**config.mk**
```make
export PLATFORM = sky130hd
export DESIGN_NAME = fgp_port
export DESIGN_NICKNAME = d
export VERILOG_FILES = /design/src/rtl/fgp_pkg.sv /design/src/rtl/fgp_pin_if.sv /design/src/rtl/fgp_in_sync.sv /design/src/rtl/fgp_pad_ctl.sv /design/src/rtl/fgp_port.sv
export VERILOG_INCLUDE_DIRS = /design/src /design/src/rtl
export SDC_FILE = /design/constraint.sdc
export NUM_CORES = 1
export LEC_CHECK = 0
export BUFFER_PORTS_ARGS = -buffer_cell sky130_fd_sc_hd__buf_2
export CORE_UTILIZATION = 45
export DETAILED_ROUTE_END_ITERATION = 12
export GPL_TIMING_DRIVEN = 1
export PLACE_DENSITY = 0.69
export SYNTH_ARGS = -nofsm -noshare
export SYNTH_HDL_FRONTEND = slang
export SYNTH_HIERARCHICAL = 1
export SYNTH_SLANG_ARGS = --single-unit
```
**constraint.sdc**
```tcl
create_clock -name ref_clk -period 1.5 [get_ports ref_clk]
set_clock_uncertainty 0.1 [all_clocks]
set_input_delay 0.3 -clock ref_clk [delete_from_list [all_inputs] [get_ports ref_clk]]
set_output_delay 0.3 -clock ref_clk [all_outputs]
set_load 0.03 [all_outputs]
```
**src/rtl/fgp_defines.svh**
```systemverilog
// fgp_defines.svh - offsets, field positions, reset values of the port
// assumes: included by its bare name from the sampler, pad decode and top level design files of the port
`ifndef FGP_DEFINES_SVH
`define FGP_DEFINES_SVH

// -----------------------------------------------------------------------
// register byte addresses on the special function register bus
// -----------------------------------------------------------------------
`define FGP_ADDR_DATA 16'hf26e
`define FGP_ADDR_DIR 16'hf26f
`define FGP_ADDR_CFG0 16'hf270
`define FGP_ADDR_CFG1 16'hf271
`define FGP_ADDR_MOD0 16'hf272
`define FGP_ADDR_MOD1 16'hf273

// -----------------------------------------------------------------------
// field layout and reset values
// -----------------------------------------------------------------------
`define FGP_PIN_COUNT 5
`define FGP_PIN_MSB 4
`define FGP_REG_RESET 5'h00
`define FGP_BYTE_ZERO 8'h00
`define FGP_UPPER_ZERO 3'h0

// per pin, four bits: bit k set when function code k is a legal code
// pin 4 holds bits 19:16, pin 0 holds bits 3:0
`define FGP_MODE_LEGAL 20'h5f755

`endif

```
**src/rtl/fgp_pkg.sv**
```systemverilog
// fgp_pkg.sv - types shared by the port modules
// assumes: nothing beyond a SystemVerilog compiler
package fgp_pkg;

    // output drive type selected by {plane1, plane0} in output mode
    typedef enum logic [1:0] {
        FGP_DRV_HIZ,
        FGP_DRV_PCH,
        FGP_DRV_NCH,
        FGP_DRV_CMOS
    } fgp_drive_t;

    // input termination selected by {plane1, plane0} in input mode
    typedef enum logic [1:0] {
        FGP_TRM_HIZ,
        FGP_TRM_PULL_DOWN,
        FGP_TRM_PULL_UP,
        FGP_TRM_HIZ_ALT
    } fgp_term_t;

endpackage

```
**src/rtl/fgp_pin_if.sv**
```systemverilog
// fgp_pin_if.sv - register state carried from the port core to the pads
// assumes: one driver (ctl) and one reader (pad) on the same clock
interface fgp_pin_if;
    logic [4:0] dir;
    logic [4:0] data;
    logic [4:0] cfg0;
    logic [4:0] cfg1;
    logic [4:0] mode0;
    logic [4:0] mode1;
    logic [4:0] alt_data;

    modport ctl (output dir, data, cfg0, cfg1, mode0, mode1, alt_data);
    modport pad (input dir, data, cfg0, cfg1, mode0, mode1, alt_data);
endinterface

```
**src/rtl/fgp_in_sync.sv**
```systemverilog
// fgp_in_sync.sv - three-stage sampler for the asynchronous pin levels
// assumes: pins change freely against ref_clk
`include "fgp_defines.svh"

module fgp_in_sync #(
    parameter int WIDTH = 5
) (
    input wire logic ref_clk,
    input wire logic rst_b,
    input wire logic [WIDTH-1:0] pin_in,
    output logic [WIDTH-1:0] level
);

    // -------------------------------------------------------------------
    // sampling chain
    // -------------------------------------------------------------------
    logic [WIDTH-1:0] s1_r;
    logic [WIDTH-1:0] s2_r;
    logic [WIDTH-1:0] s3_r;
    logic [WIDTH-1:0] level_r;
    logic [WIDTH-1:0] agree;
    logic [WIDTH-1:0] level_nxt;

    // a bit follows only once stages two and three agree
    assign agree = ~(s2_r ^ s3_r);
    assign level_nxt = (agree & s3_r) | (~agree & level_r);
    assign level = level_r;

    // chain and filtered level
    always_ff @(posedge ref_clk or negedge rst_b) begin
        if (!rst_b) begin
            s1_r <= '0;
            s2_r <= '0;
            s3_r <= '0;
            level_r <= '0;
        end else begin
            s1_r <= pin_in;
            s2_r <= s1_r;
            s3_r <= s2_r;
            level_r <= level_nxt;
        end
    end

endmodule

```
**src/rtl/fgp_pad_ctl.sv**
```systemverilog
// fgp_pad_ctl.sv - per pin drive, enable and termination decode
// assumes: register state arrives over fgp_pin_if on ref_clk
`include "fgp_defines.svh"

module fgp_pad_ctl (
    input wire logic ref_clk,
    input wire logic rst_b,
    fgp_pin_if.pad cfg,
    output logic [4:0] pin_out,
    output logic [4:0] pin_oe,
    output logic [4:0] pull_up_en,
    output logic [4:0] pull_down_en
);

    localparam logic [19:0] LEGAL = `FGP_MODE_LEGAL;

    // -------------------------------------------------------------------
    // combinational decode, one slice per pin
    // -------------------------------------------------------------------
    logic [4:0] out_nxt;
    logic [4:0] oe_nxt;
    logic [4:0] pu_nxt;
    logic [4:0] pd_nxt;

    genvar g;
    generate
        for (g = 0; g < `FGP_PIN_COUNT; g = g + 1) begin : g_pin
            wire logic [1:0] code = {cfg.mode1[g], cfg.mode0[g]};
            wire logic gp = (code == 2'h0);
            wire logic legal = LEGAL[4*g + code];
            wire logic is_in = cfg.dir[g];
            wire fgp_pkg::fgp_drive_t drv =
                fgp_pkg::fgp_drive_t'({cfg.cfg1[g], cfg.cfg0[g]});
            wire fgp_pkg::fgp_term_t trm =
                fgp_pkg::fgp_term_t'({cfg.cfg1[g], cfg.cfg0[g]});
            // reserved code forces the value low, data is ignored
            wire logic val = gp ? cfg.data[g]
                : (legal ? cfg.alt_data[g] : 1'b0);
            // drive type follows the direction bit at once
            assign out_nxt[g] = (drv == fgp_pkg::FGP_DRV_PCH) ? 1'b1
                : ((drv == fgp_pkg::FGP_DRV_NCH) ? 1'b0 : val);
            assign oe_nxt[g] = !is_in && (
                (drv == fgp_pkg::FGP_DRV_CMOS) ||
                (drv == fgp_pkg::FGP_DRV_PCH && val) ||
                (drv == fgp_pkg::FGP_DRV_NCH && !val));
            assign pu_nxt[g] = is_in && (trm == fgp_pkg::FGP_TRM_PULL_UP);
            assign pd_nxt[g] = is_in &&
                (trm == fgp_pkg::FGP_TRM_PULL_DOWN);
        end
    endgenerate

    // pad controls come from flip-flops, one cycle after the registers
    always_ff @(posedge ref_clk or negedge rst_b) begin
        if (!rst_b) begin
            pin_out <= '0;
            pin_oe <= '0;
            pull_up_en <= '0;
            pull_down_en <= '0;
        end else begin
            pin_out <= out_nxt;
            pin_oe <= oe_nxt;
            pull_up_en <= pu_nxt;
            pull_down_en <= pd_nxt;
        end
    end

endmodule

```
**src/rtl/fgp_port.sv**
```systemverilog
// fgp_port.sv - five pin general purpose port, top level
// assumes: special function register bus on ref_clk, pins asynchronous,
// pad cells combine pin_out, pin_oe and the pull enables
//
// Operation
// - output pins drive the data register level
// - input pins read back sampled pin level
// - written bits 4-0 read back unchanged, except data bits of input pins
// - direction 0 output, 1 input, reset output
// - output codes: hiz, p-open, n-open, cmos
// - input codes: hiz, pull-down, pull-up, hiz
// - all registers reset to zero
// - six registers at consecutive byte addresses
// - plane0 and mode0 also take word access
// - pin n maps to bit n, bits 4-0
// - control meaning follows current direction
// - mode code zero gives plain port pin
// - reserved code ignores data, drives low
`include "fgp_defines.svh"

module fgp_port (
    input wire logic ref_clk,
    input wire logic rst_b,
    input wire logic [15:0] sfr_addr,
    input wire logic sfr_wr_en,
    input wire logic sfr_rd_en,
    input wire logic sfr_word,
    input wire logic [15:0] sfr_wdata,
    output logic [15:0] sfr_rdata,
    input wire logic [4:0] alt_out_data,
    output logic [4:0] pin_level,
    input wire logic [4:0] pin_in,
    output logic [4:0] pin_out,
    output logic [4:0] pin_oe,
    output logic [4:0] pull_up_en,
    output logic [4:0] pull_down_en
);

    // -------------------------------------------------------------------
    // registers
    // -------------------------------------------------------------------
    logic [4:0] port_data_r;
    logic [4:0] port_direction_r;
    logic [4:0] pin_config_plane0_r;
    logic [4:0] pin_config_plane1_r;
    logic [4:0] alt_function_sel0_r;
    logic [4:0] alt_function_sel1_r;
    logic [15:0] sfr_rdata_r;
    logic [15:0] sfr_rdata_nxt;
    logic [4:0] level;

    // true when the access targets byte register at base
    function automatic logic byte_hit(input logic [15:0] addr,
                                      input logic word,
                                      input logic [15:0] base);
        byte_hit = !word && (addr == base);
    endfunction

    // true when a word access pairs base with the next byte
    function automatic logic word_hit(input logic [15:0] addr,
                                      input logic word,
                                      input logic [15:0] base);
        word_hit = word && (addr == base);
    endfunction

    // -------------------------------------------------------------------
    // address decode
    // -------------------------------------------------------------------
    wire logic hit_data = byte_hit(sfr_addr, sfr_word, `FGP_ADDR_DATA);
    wire logic hit_dir = byte_hit(sfr_addr, sfr_word, `FGP_ADDR_DIR);
    wire logic hit_c0 = byte_hit(sfr_addr, sfr_word, `FGP_ADDR_CFG0);
    wire logic hit_c1 = byte_hit(sfr_addr, sfr_word, `FGP_ADDR_CFG1);
    wire logic hit_m0 = byte_hit(sfr_addr, sfr_word, `FGP_ADDR_MOD0);
    wire logic hit_m1 = byte_hit(sfr_addr, sfr_word, `FGP_ADDR_MOD1);
    wire logic hit_cw = word_hit(sfr_addr, sfr_word, `FGP_ADDR_CFG0);
    wire logic hit_mw = word_hit(sfr_addr, sfr_word, `FGP_ADDR_MOD0);

    // write strobes; word access writes the low and the next byte
    wire logic wr_data = sfr_wr_en && hit_data;
    wire logic wr_dir = sfr_wr_en && hit_dir;
    wire logic wr_c0 = sfr_wr_en && (hit_c0 || hit_cw);
    wire logic wr_c1 = sfr_wr_en && (hit_c1 || hit_cw);
    wire logic wr_m0 = sfr_wr_en && (hit_m0 || hit_mw);
    wire logic wr_m1 = sfr_wr_en && (hit_m1 || hit_mw);

    // the high byte of a word lands in the next register
    wire logic [4:0] wr_lo = sfr_wdata[4:0];
    wire logic [4:0] wr_c1_val = hit_cw ? sfr_wdata[12:8] : wr_lo;
    wire logic [4:0] wr_m1_val = hit_mw ? sfr_wdata[12:8] : wr_lo;

    // -------------------------------------------------------------------
    // read path
    // -------------------------------------------------------------------
    // input pins show the sampled level, outputs show the stored bit
    wire logic [4:0] data_view = (port_direction_r & level) |
        (~port_direction_r & port_data_r);

    // read mux, upper bits zero, unmapped or illegal word reads zero
    always_comb begin
        sfr_rdata_nxt = '0;
        if (hit_data) begin
            sfr_rdata_nxt = {`FGP_BYTE_ZERO, `FGP_UPPER_ZERO, data_view};
        end else if (hit_dir) begin
            sfr_rdata_nxt = {`FGP_BYTE_ZERO, `FGP_UPPER_ZERO,
                port_direction_r};
        end else if (hit_c0) begin
            sfr_rdata_nxt = {`FGP_BYTE_ZERO, `FGP_UPPER_ZERO,
                pin_config_plane0_r};
        end else if (hit_c1) begin
            sfr_rdata_nxt = {`FGP_BYTE_ZERO, `FGP_UPPER_ZERO,
                pin_config_plane1_r};
        end else if (hit_m0) begin
            sfr_rdata_nxt = {`FGP_BYTE_ZERO, `FGP_UPPER_ZERO,
                alt_function_sel0_r};
        end else if (hit_m1) begin
            sfr_rdata_nxt = {`FGP_BYTE_ZERO, `FGP_UPPER_ZERO,
                alt_function_sel1_r};
        end else if (hit_cw) begin
            sfr_rdata_nxt = {`FGP_UPPER_ZERO, pin_config_plane1_r,
                `FGP_UPPER_ZERO, pin_config_plane0_r};
        end else if (hit_mw) begin
            sfr_rdata_nxt = {`FGP_UPPER_ZERO, alt_function_sel1_r,
                `FGP_UPPER_ZERO, alt_function_sel0_r};
        end
    end

    assign sfr_rdata = sfr_rdata_r;
    assign pin_level = level;

    // -------------------------------------------------------------------
    // register storage
    // -------------------------------------------------------------------
    // data and direction, byte access only
    always_ff @(posedge ref_clk or negedge rst_b) begin
        if (!rst_b) begin
            port_data_r <= `FGP_REG_RESET;
            port_direction_r <= `FGP_REG_RESET;
        end else begin
            if (wr_data) begin
                port_data_r <= wr_lo;
            end
            if (wr_dir) begin
                port_direction_r <= wr_lo;
            end
        end
    end

    // control planes
    always_ff @(posedge ref_clk or negedge rst_b) begin
        if (!rst_b) begin
            pin_config_plane0_r <= `FGP_REG_RESET;
            pin_config_plane1_r <= `FGP_REG_RESET;
        end else begin
            if (wr_c0) begin
                pin_config_plane0_r <= wr_lo;
            end
            if (wr_c1) begin
                pin_config_plane1_r <= wr_c1_val;
            end
        end
    end

    // function select planes
    always_ff @(posedge ref_clk or negedge rst_b) begin
        if (!rst_b) begin
            alt_function_sel0_r <= `FGP_REG_RESET;
            alt_function_sel1_r <= `FGP_REG_RESET;
        end else begin
            if (wr_m0) begin
                alt_function_sel0_r <= wr_lo;
            end
            if (wr_m1) begin
                alt_function_sel1_r <= wr_m1_val;
            end
        end
    end

    // read data held until the next read
    always_ff @(posedge ref_clk or negedge rst_b) begin
        if (!rst_b) begin
            sfr_rdata_r <= '0;
        end else if (sfr_rd_en) begin
            sfr_rdata_r <= sfr_rdata_nxt;
        end
    end

    // -------------------------------------------------------------------
    // pads and sampling
    // -------------------------------------------------------------------
    fgp_pin_if pin_bus ();

    // register state toward the pad decode
    assign pin_bus.dir = port_direction_r;
    assign pin_bus.data = port_data_r;
    assign pin_bus.cfg0 = pin_config_plane0_r;
    assign pin_bus.cfg1 = pin_config_plane1_r;
    assign pin_bus.mode0 = alt_function_sel0_r;
    assign pin_bus.mode1 = alt_function_sel1_r;
    assign pin_bus.alt_data = alt_out_data;

    fgp_pad_ctl u_pad (
        .ref_clk(ref_clk),
        .rst_b(rst_b),
        .cfg(pin_bus.pad),
        .pin_out(pin_out),
        .pin_oe(pin_oe),
        .pull_up_en(pull_up_en),
        .pull_down_en(pull_down_en)
    );

    fgp_in_sync #(
        .WIDTH(`FGP_PIN_COUNT)
    ) u_sync (
        .ref_clk(ref_clk),
        .rst_b(rst_b),
        .pin_in(pin_in),
        .level(level)
    );

endmodule

```
After elaboration in Yosys (flattened, before gate mapping)
Memories as Yosys holds them, arrays and structs flattened.
Index checks and enable logic that the tools add are counted.
{"block": "word_totals", "reg_bits": 86, "latchBits": 0, "mem_bits_rw": 0, "mem_bits_ro": 128, "input_bits": 47, "out_inout_bits": 41, "elab_cells": 164, "mem_count": 4}
{"memory": "(no name shown)", "words": 32, "width": 1, "rd": 1, "rd_clocked_by_memory_dff": 0, "wr": 0, "line": "fgp_pad_ctl.sv:30", "text": "wire logic legal = LEGAL[4*g + code];"}
{"memory": "(no name shown)", "words": 32, "width": 1, "rd": 1, "rd_clocked_by_memory_dff": 0, "wr": 0, "line": "fgp_pad_ctl.sv:30"}
{"memory": "(no name shown)", "words": 32, "width": 1, "rd": 1, "rd_clocked_by_memory_dff": 0, "wr": 0, "line": "fgp_pad_ctl.sv:30"}
{"memory": "(no name shown)", "words": 32, "width": 1, "rd": 1, "rd_clocked_by_memory_dff": 0, "wr": 0, "line": "fgp_pad_ctl.sv:30"}
{"block": "classes", "n_addsub": 4, "multipliers": 0, "n_div": 0, "magnitude_cmp": 5, "eq_ne": 21, "shift": 0, "mux": 36, "bitwise": 10, "n_reduce_logical": 69}
{"operator": "less-than comparator 32 x 6 -> 1 bit, second input constant", "count": 4}
{"operator": "two-way mux 13 bit", "count": 8}
{"operator": "equality test 16 bit, second input constant", "count": 6}
{"operator": "logical AND 1 bit", "count": 39}
{"operator": "two-way mux 1 bit", "count": 25}
{"operator": "bitwise AND 5 bit", "count": 4}
{"operator": "equality test 2 bit, second input constant", "count": 10}
{"operator": "inverter 5 bit", "count": 3}
{"operator": "logical OR 1 bit", "count": 14}
{"operator": "logical NOT 1 bit", "count": 11}
{"operator": "adder 4 x 2 -> 5 bit, first input constant", "count": 2}
{"operator": "equality test 2 x 1 -> 1 bit, second input constant", "count": 5}
{"operator": "logical NOT 2 bit", "count": 5}
{"operator": "two-way mux 5 bit", "count": 2}
{"operator": "OR 5 bit", "count": 2}
{"operator": "adder 5 x 2 -> 6 bit, first input constant", "count": 1}
{"operator": "less-than comparator 2 x 6 -> 1 bit, second input constant", "count": 1}
{"operator": "XOR 5 bit", "count": 1}
{"operator": "adder 3 x 2 -> 4 bit, first input constant", "count": 1}
{"operator": "binary-select mux 1 bit (select 2 bit)", "count": 1}

Longest topological paths before layout
{"block": "logic_depth", "depth_word": 10, "depth_mapped": 7, "ltp_nobuf": 4}

Modules after synthesis
Netlist, hierarchy kept.
{"mod": "fgp_port", "n_inst": 1, "cells_each": 228, "area_each_um2": 2279.7, "seq_area_each_um2": 1001.0}
{"mod": "fgp_pad_ctl", "n_inst": 1, "cells_each": 73, "area_each_um2": 865.8, "seq_area_each_um2": 500.5}
{"mod": "fgp_in_sync", "n_inst": 1, "cells_each": 25, "area_each_um2": 556.8, "seq_area_each_um2": 500.5}

Worst setup path after synthesis
OpenSTA, ideal clock, no wires.
{"block": "synth_timing", "path_type": "in2reg", "from": "input sfr_addr[8]", "to": "register sfr_rdata_r[0], in the netlist sfr_rdata[0]", "setup_time_ns": 0.120, "t_arrival_ns": 2.053, "required_ns": 1.280, "setup_slack_ns": -0.773, "cell_stages": 5, "n_path_buf": 1, "path_cell_list": "or4b_4 buf_6 or4_4 or4_1 a31o_1"}
{"block": "synth_between", "elab_chain_cells": 10, "elab_cells_between_ends": 22, "classes_between": "eq/ne (6); mux (8); reduce/logical (8)"}
{"item": "start, declared", "line": "fgp_port.sv:24", "text": "input wire logic [15:0] sfr_addr,"}
{"item": "equality test 16 bit", "line": "fgp_port.sv:56, fgp_port.sv:63"}
{"item": "logical AND 1 bit", "line": "fgp_port.sv:63", "text": "word_hit = word && (addr == base);"}
{"item": "two-way mux 13 bit", "line": "fgp_port.sv:121", "text": "end else if (hit_mw) begin"}
{"item": "two-way mux 13 bit", "line": "fgp_port.sv:118", "text": "end else if (hit_cw) begin"}
{"item": "two-way mux 13 bit", "line": "fgp_port.sv:115", "text": "end else if (hit_m1) begin"}
{"item": "two-way mux 13 bit", "line": "fgp_port.sv:112", "text": "end else if (hit_m0) begin"}
{"item": "two-way mux 13 bit", "line": "fgp_port.sv:109", "text": "end else if (hit_c1) begin"}
{"item": "two-way mux 13 bit", "line": "fgp_port.sv:106", "text": "end else if (hit_c0) begin"}
{"item": "two-way mux 13 bit", "line": "fgp_port.sv:103", "text": "end else if (hit_dir) begin"}
{"item": "two-way mux 13 bit *", "line": "fgp_port.sv:101", "text": "if (hit_data) begin"}
{"item": "end signal, assigned", "line": "fgp_port.sv:183", "text": "sfr_rdata_r <= sfr_rdata_nxt;"}
{"item": "end, declared", "line": "fgp_port.sv:48", "text": "logic [15:0] sfr_rdata_r;"}
Every way passes the cells marked *; elsewhere a longest branch is shown, timed or not.
A chain may end at the register's enable or synchronous reset.

Final worst setup path
{"block": "layout_timing", "from": "input sfr_addr[8]", "to": "register sfr_rdata_r[4], in the netlist sfr_rdata[4]"}
The elaborated chain is that of the path after synthesis.

==> impl_metrics.yaml <==
status:
  outcome: "finished with violations"
  violations: "negative setup slack"
worst_setup_path:
  regToRegStartpoint: "pin_bus.cfg0[0]$_DFFE_PN0P_"
  r2r_cells: 2
  cp.required_ns: 1.65
  critPathKind: "in2reg"
  crit_fanout: 6
  startpoint: "sfr_addr[8]"
  cp-end-kind: "register"
  cp.arrival_ns: 2.13
  rrSetupSlack_ns: 0.11
  critPathCapture: "sfr_rdata[4]$_DFFE_PN0P_"
  crit_path_start_kind: "primary input"
  r2r_end: "sfr_rdata[0]$_DFFE_PN0P_"
timing:
  period_needed_ns: 1.98
  rsz0062_at_grt: "yes"
  setup_violations: 40
  clock.fmax_ghz: 0.505
  fin_ws_ns: -0.482
  setup_tns_ns: -15.37
  finalHoldViolCount: 0
  post-route-period-util_pct: 132
  holdWs_ns: 0.162
  finalMaxSlewViolations: 0
pwr:
  switching_share_pct: 24.6
  p_seq_share_pct: 52.4
  p_per_area_nw_per_um2: 854
  p_sw_mw: 1.04
  clockPowerShare_pct: 39.2
  p_leak_nw: 2.43
  comb_power_share_pct: 8.5
  ir_drop_mv: 0.614
  internal_power_mw: 3.18
routing:
  post-route-drc-count: 0
  wl_per_cell_um: 16.8
  viasPerCell: 5.51
  routed_wl_um: 9460
  vias: 3096
  drtIter0Drc: 189
  ant_nets: 0
  first_pass_iters: 5
synthesis:
  yosysWarnings: 6
  synth_edf_count: 0
  yosysSeqAreaShare_pct: 54.1
  synth_area_um2: 3700
  ys_ff_latch: 80
  synthArstFlopShare_pct: 100
  syn_area_per_cell_um2: 11.4
  synth_flop_cell: "dfrtp_1"
  synthesis.instances: 326
  synth_cell_types: 45
final_layout:
  drive_above_1_share_pct: 40.4
  layout.nets: 502
  area_growth_pct: 33.5
  diodes: 0
  final_cells: 562
global_route:
  grt_pass1_wl_um: 14900
  gr-usage-met1_pct: 30.8
  grt_pass1_vias: 2923
  antenna_found_initial: 0
  grt_max_degree: 81
  grt.met3_usage_pct: 5.75
  grt_use_total_pct: 23.3
  busiest_layer: "met2"
  overflow: 0
  use_met2_pct: 37.0
die:
  initial_core_util_pct: 47.2
  ios: 88
  rows: 32
  fp.dieW_um: 92.7
  die-area_um2: 8590
  coreArea_um2: 7850
  die_h_um: 92.7
cts:
  clk_pin_slew_worst_paths_ns: 0.09
  cts_sinks: 80
  cts_buffers: 9
  cts-root-buf: "clkbuf_8"
  cts_max_level: 3
  clkLatencyLatePin_ns: 0.36
  cts_tree: "built"
  clock_path_buffers: 2
min_path:
  min_path_type: "in2reg"
  hold_depth: 3
place:
  gp_congestion: 0.893
  portBuffers: 75
  placedCellCount: 536
  dp_hpwl_um: 6580
run:
  maxCapViolations: 0
routing by layer:
| metal | vias up | part of all wire (%) |
|---|---|---|
| li1 | 1445 | - |
| met5 | - | 0 |
| met3 | 20 | 7.2 |
| met2 | 120 | 48 |
| met1 | 1511 | 43 |
| met4 | 0 | 2.5 |
worst max-delay path: stages:
cell and delay [ns]:
buf_6 0.09, or4b_4 0.53, or4_4 0.56, or4_1 0.43, a31o_1 0.23
state kept, by name (all words and copies together), names as in the netlist, named ones only:
register	count
u_sync/s2_r	5
u_sync/s1_r	5
alt_function_sel0_r	5
pin_bus.dir	5
u_pad/pull_up_en	5
u_sync/s3_r	5
pin_bus.data	5
u_pad/pin_oe	5
u_pad/pull_down_en	5
pin_bus.cfg0	5
pin_bus.cfg1	5
alt_function_sel1_r	5
u_pad/pin_out	5
sfr_rdata	10
placed cells by master, fill, tap and decap left out, drive strengths merged, types with 10 or more instances in the layout:
master	synthesis	final
buf	10	129
clkbuf	12	11
mux2i	16	16
mux2	23	23
nor2	17	17
nand4	10	10
nand2	12	12
o21ai	15	15
a21oi	26	26
dfrtp	80	80
power groups by stage:
stage	Combinational, mW	Sequential, mW	Clock (mW)
after global placement	0.328	2.25	0
final	0.358	2.21	1.65
after global routing	0.388	2.21	1.77
after detailed placement	0.334	2.25	0
after CTS	0.356	2.21	1.67
after floorplan	0.128	2.28	0
area by class of cell:
| cell class | instances | area, um^2 |
|---|---|---|
| clock buffer | 11 | 151 |
| fill | 691 | 2910 |
| timing repair buffer | 135 | 936 |
| clock inverter | 5 | 55.1 |
| sequential | 80 | 2000 |
| tap | 102 | 128 |
| inverter | 8 | 30.0 |
| multi-input combinational | 221 | 1640 |
stage by stage:
step | worst slack [ns] | power, mW | instance area, um^2 | utilization, %
final | -0.482 | 4.22 | 4940 | 63.0
after global placement | -0.824 | 2.58 | 4510 | 57.5
after CTS | -0.474 | 4.24 | 4900 | 62.4
after global routing | -0.501 | 4.38 | 4940 | 63.0
after floorplan | -0.773 | 2.41 | 3730 | -
after detailed placement | -0.883 | 2.59 | 4510 | 57.5
synth_stat cells (5+ instances only):
cell / instances / area share, %
nand3_1: 7 / 0.95
nand4_1: 10 / 1.7
a22o_1: 5 / 1.2
mux2_2: 20 / 6.1
o311a_1: 5 / 1.4
maj3_2: 7 / 2.1
and3_1: 5 / 0.84
nand2b_1: 5 / 0.84
nor3_1: 5 / 0.68
o21ai_0: 15 / 2.0
mux2i_1: 16 / 4.3
inv_1: 8 / 0.81
a22oi_1: 5 / 1.0
clkbuf_1: 12 / 1.2
o31ai_1: 5 / 1.0
buf_4: 6 / 1.2
a31oi_1: 5 / 0.84
a21oi_1: 26 / 3.5
nor2_1: 17 / 1.7
a31o_1: 5 / 1.2
nand2_1: 12 / 1.2
or4_1: 6 / 1.2
o21a_1: 5 / 1.0
dfrtp_1: 80 / 54
what timing repair did:
item                                    in CTS  in global routing
endpoints found under the setup margin      40                 40
hold buffers                                 6                  0
pin swaps                                    4                  3
cloned                                       1                  0
hold endpoints to repair                    85                  0
setup buffers                                2                  1
gates resized for setup                     18                  8
worst min-delay path by stage:
stage / startpoint / to
final: sfr_wdata[1] / pin_bus.cfg1[1]$_DFFE_PN0P_
after global routing: sfr_wdata[9] / alt_function_sel1_r[1]$_DFFE_PN0P_
after CTS: sfr_wdata[4] / pin_bus.data[4]$_DFFE_PN0P_
after detailed placement: u_sync/s1_r[0]$_DFF_PN0_ / u_sync/s2_r[0]$_DFF_PN0_
after global placement: u_sync/s1_r[3]$_DFF_PN0_ / u_sync/s2_r[3]$_DFF_PN0_
after floorplan: rst_b / alt_function_sel0_r[0]$_DFFE_PN0P_
kinds of logic after synthesis:
| family | count (synthesis) | synth area share (%) |
|---|---|---|
| xor gates and xnor gates | 1 | 0.237 |
| muxes | 39 | 11.6 |
| and+or+nand+nor | 88 | 13.8 |
| adders and majority gates | 8 | 2.40 |
| buffers and inverters | 30 | 3.89 |
| other | 1 | 0.101 |
| AOI/OAI and AO/OA | 79 | 13.9 |
| DFF | 80 | 54.1 |
Power figures use the tool's default switching activity.
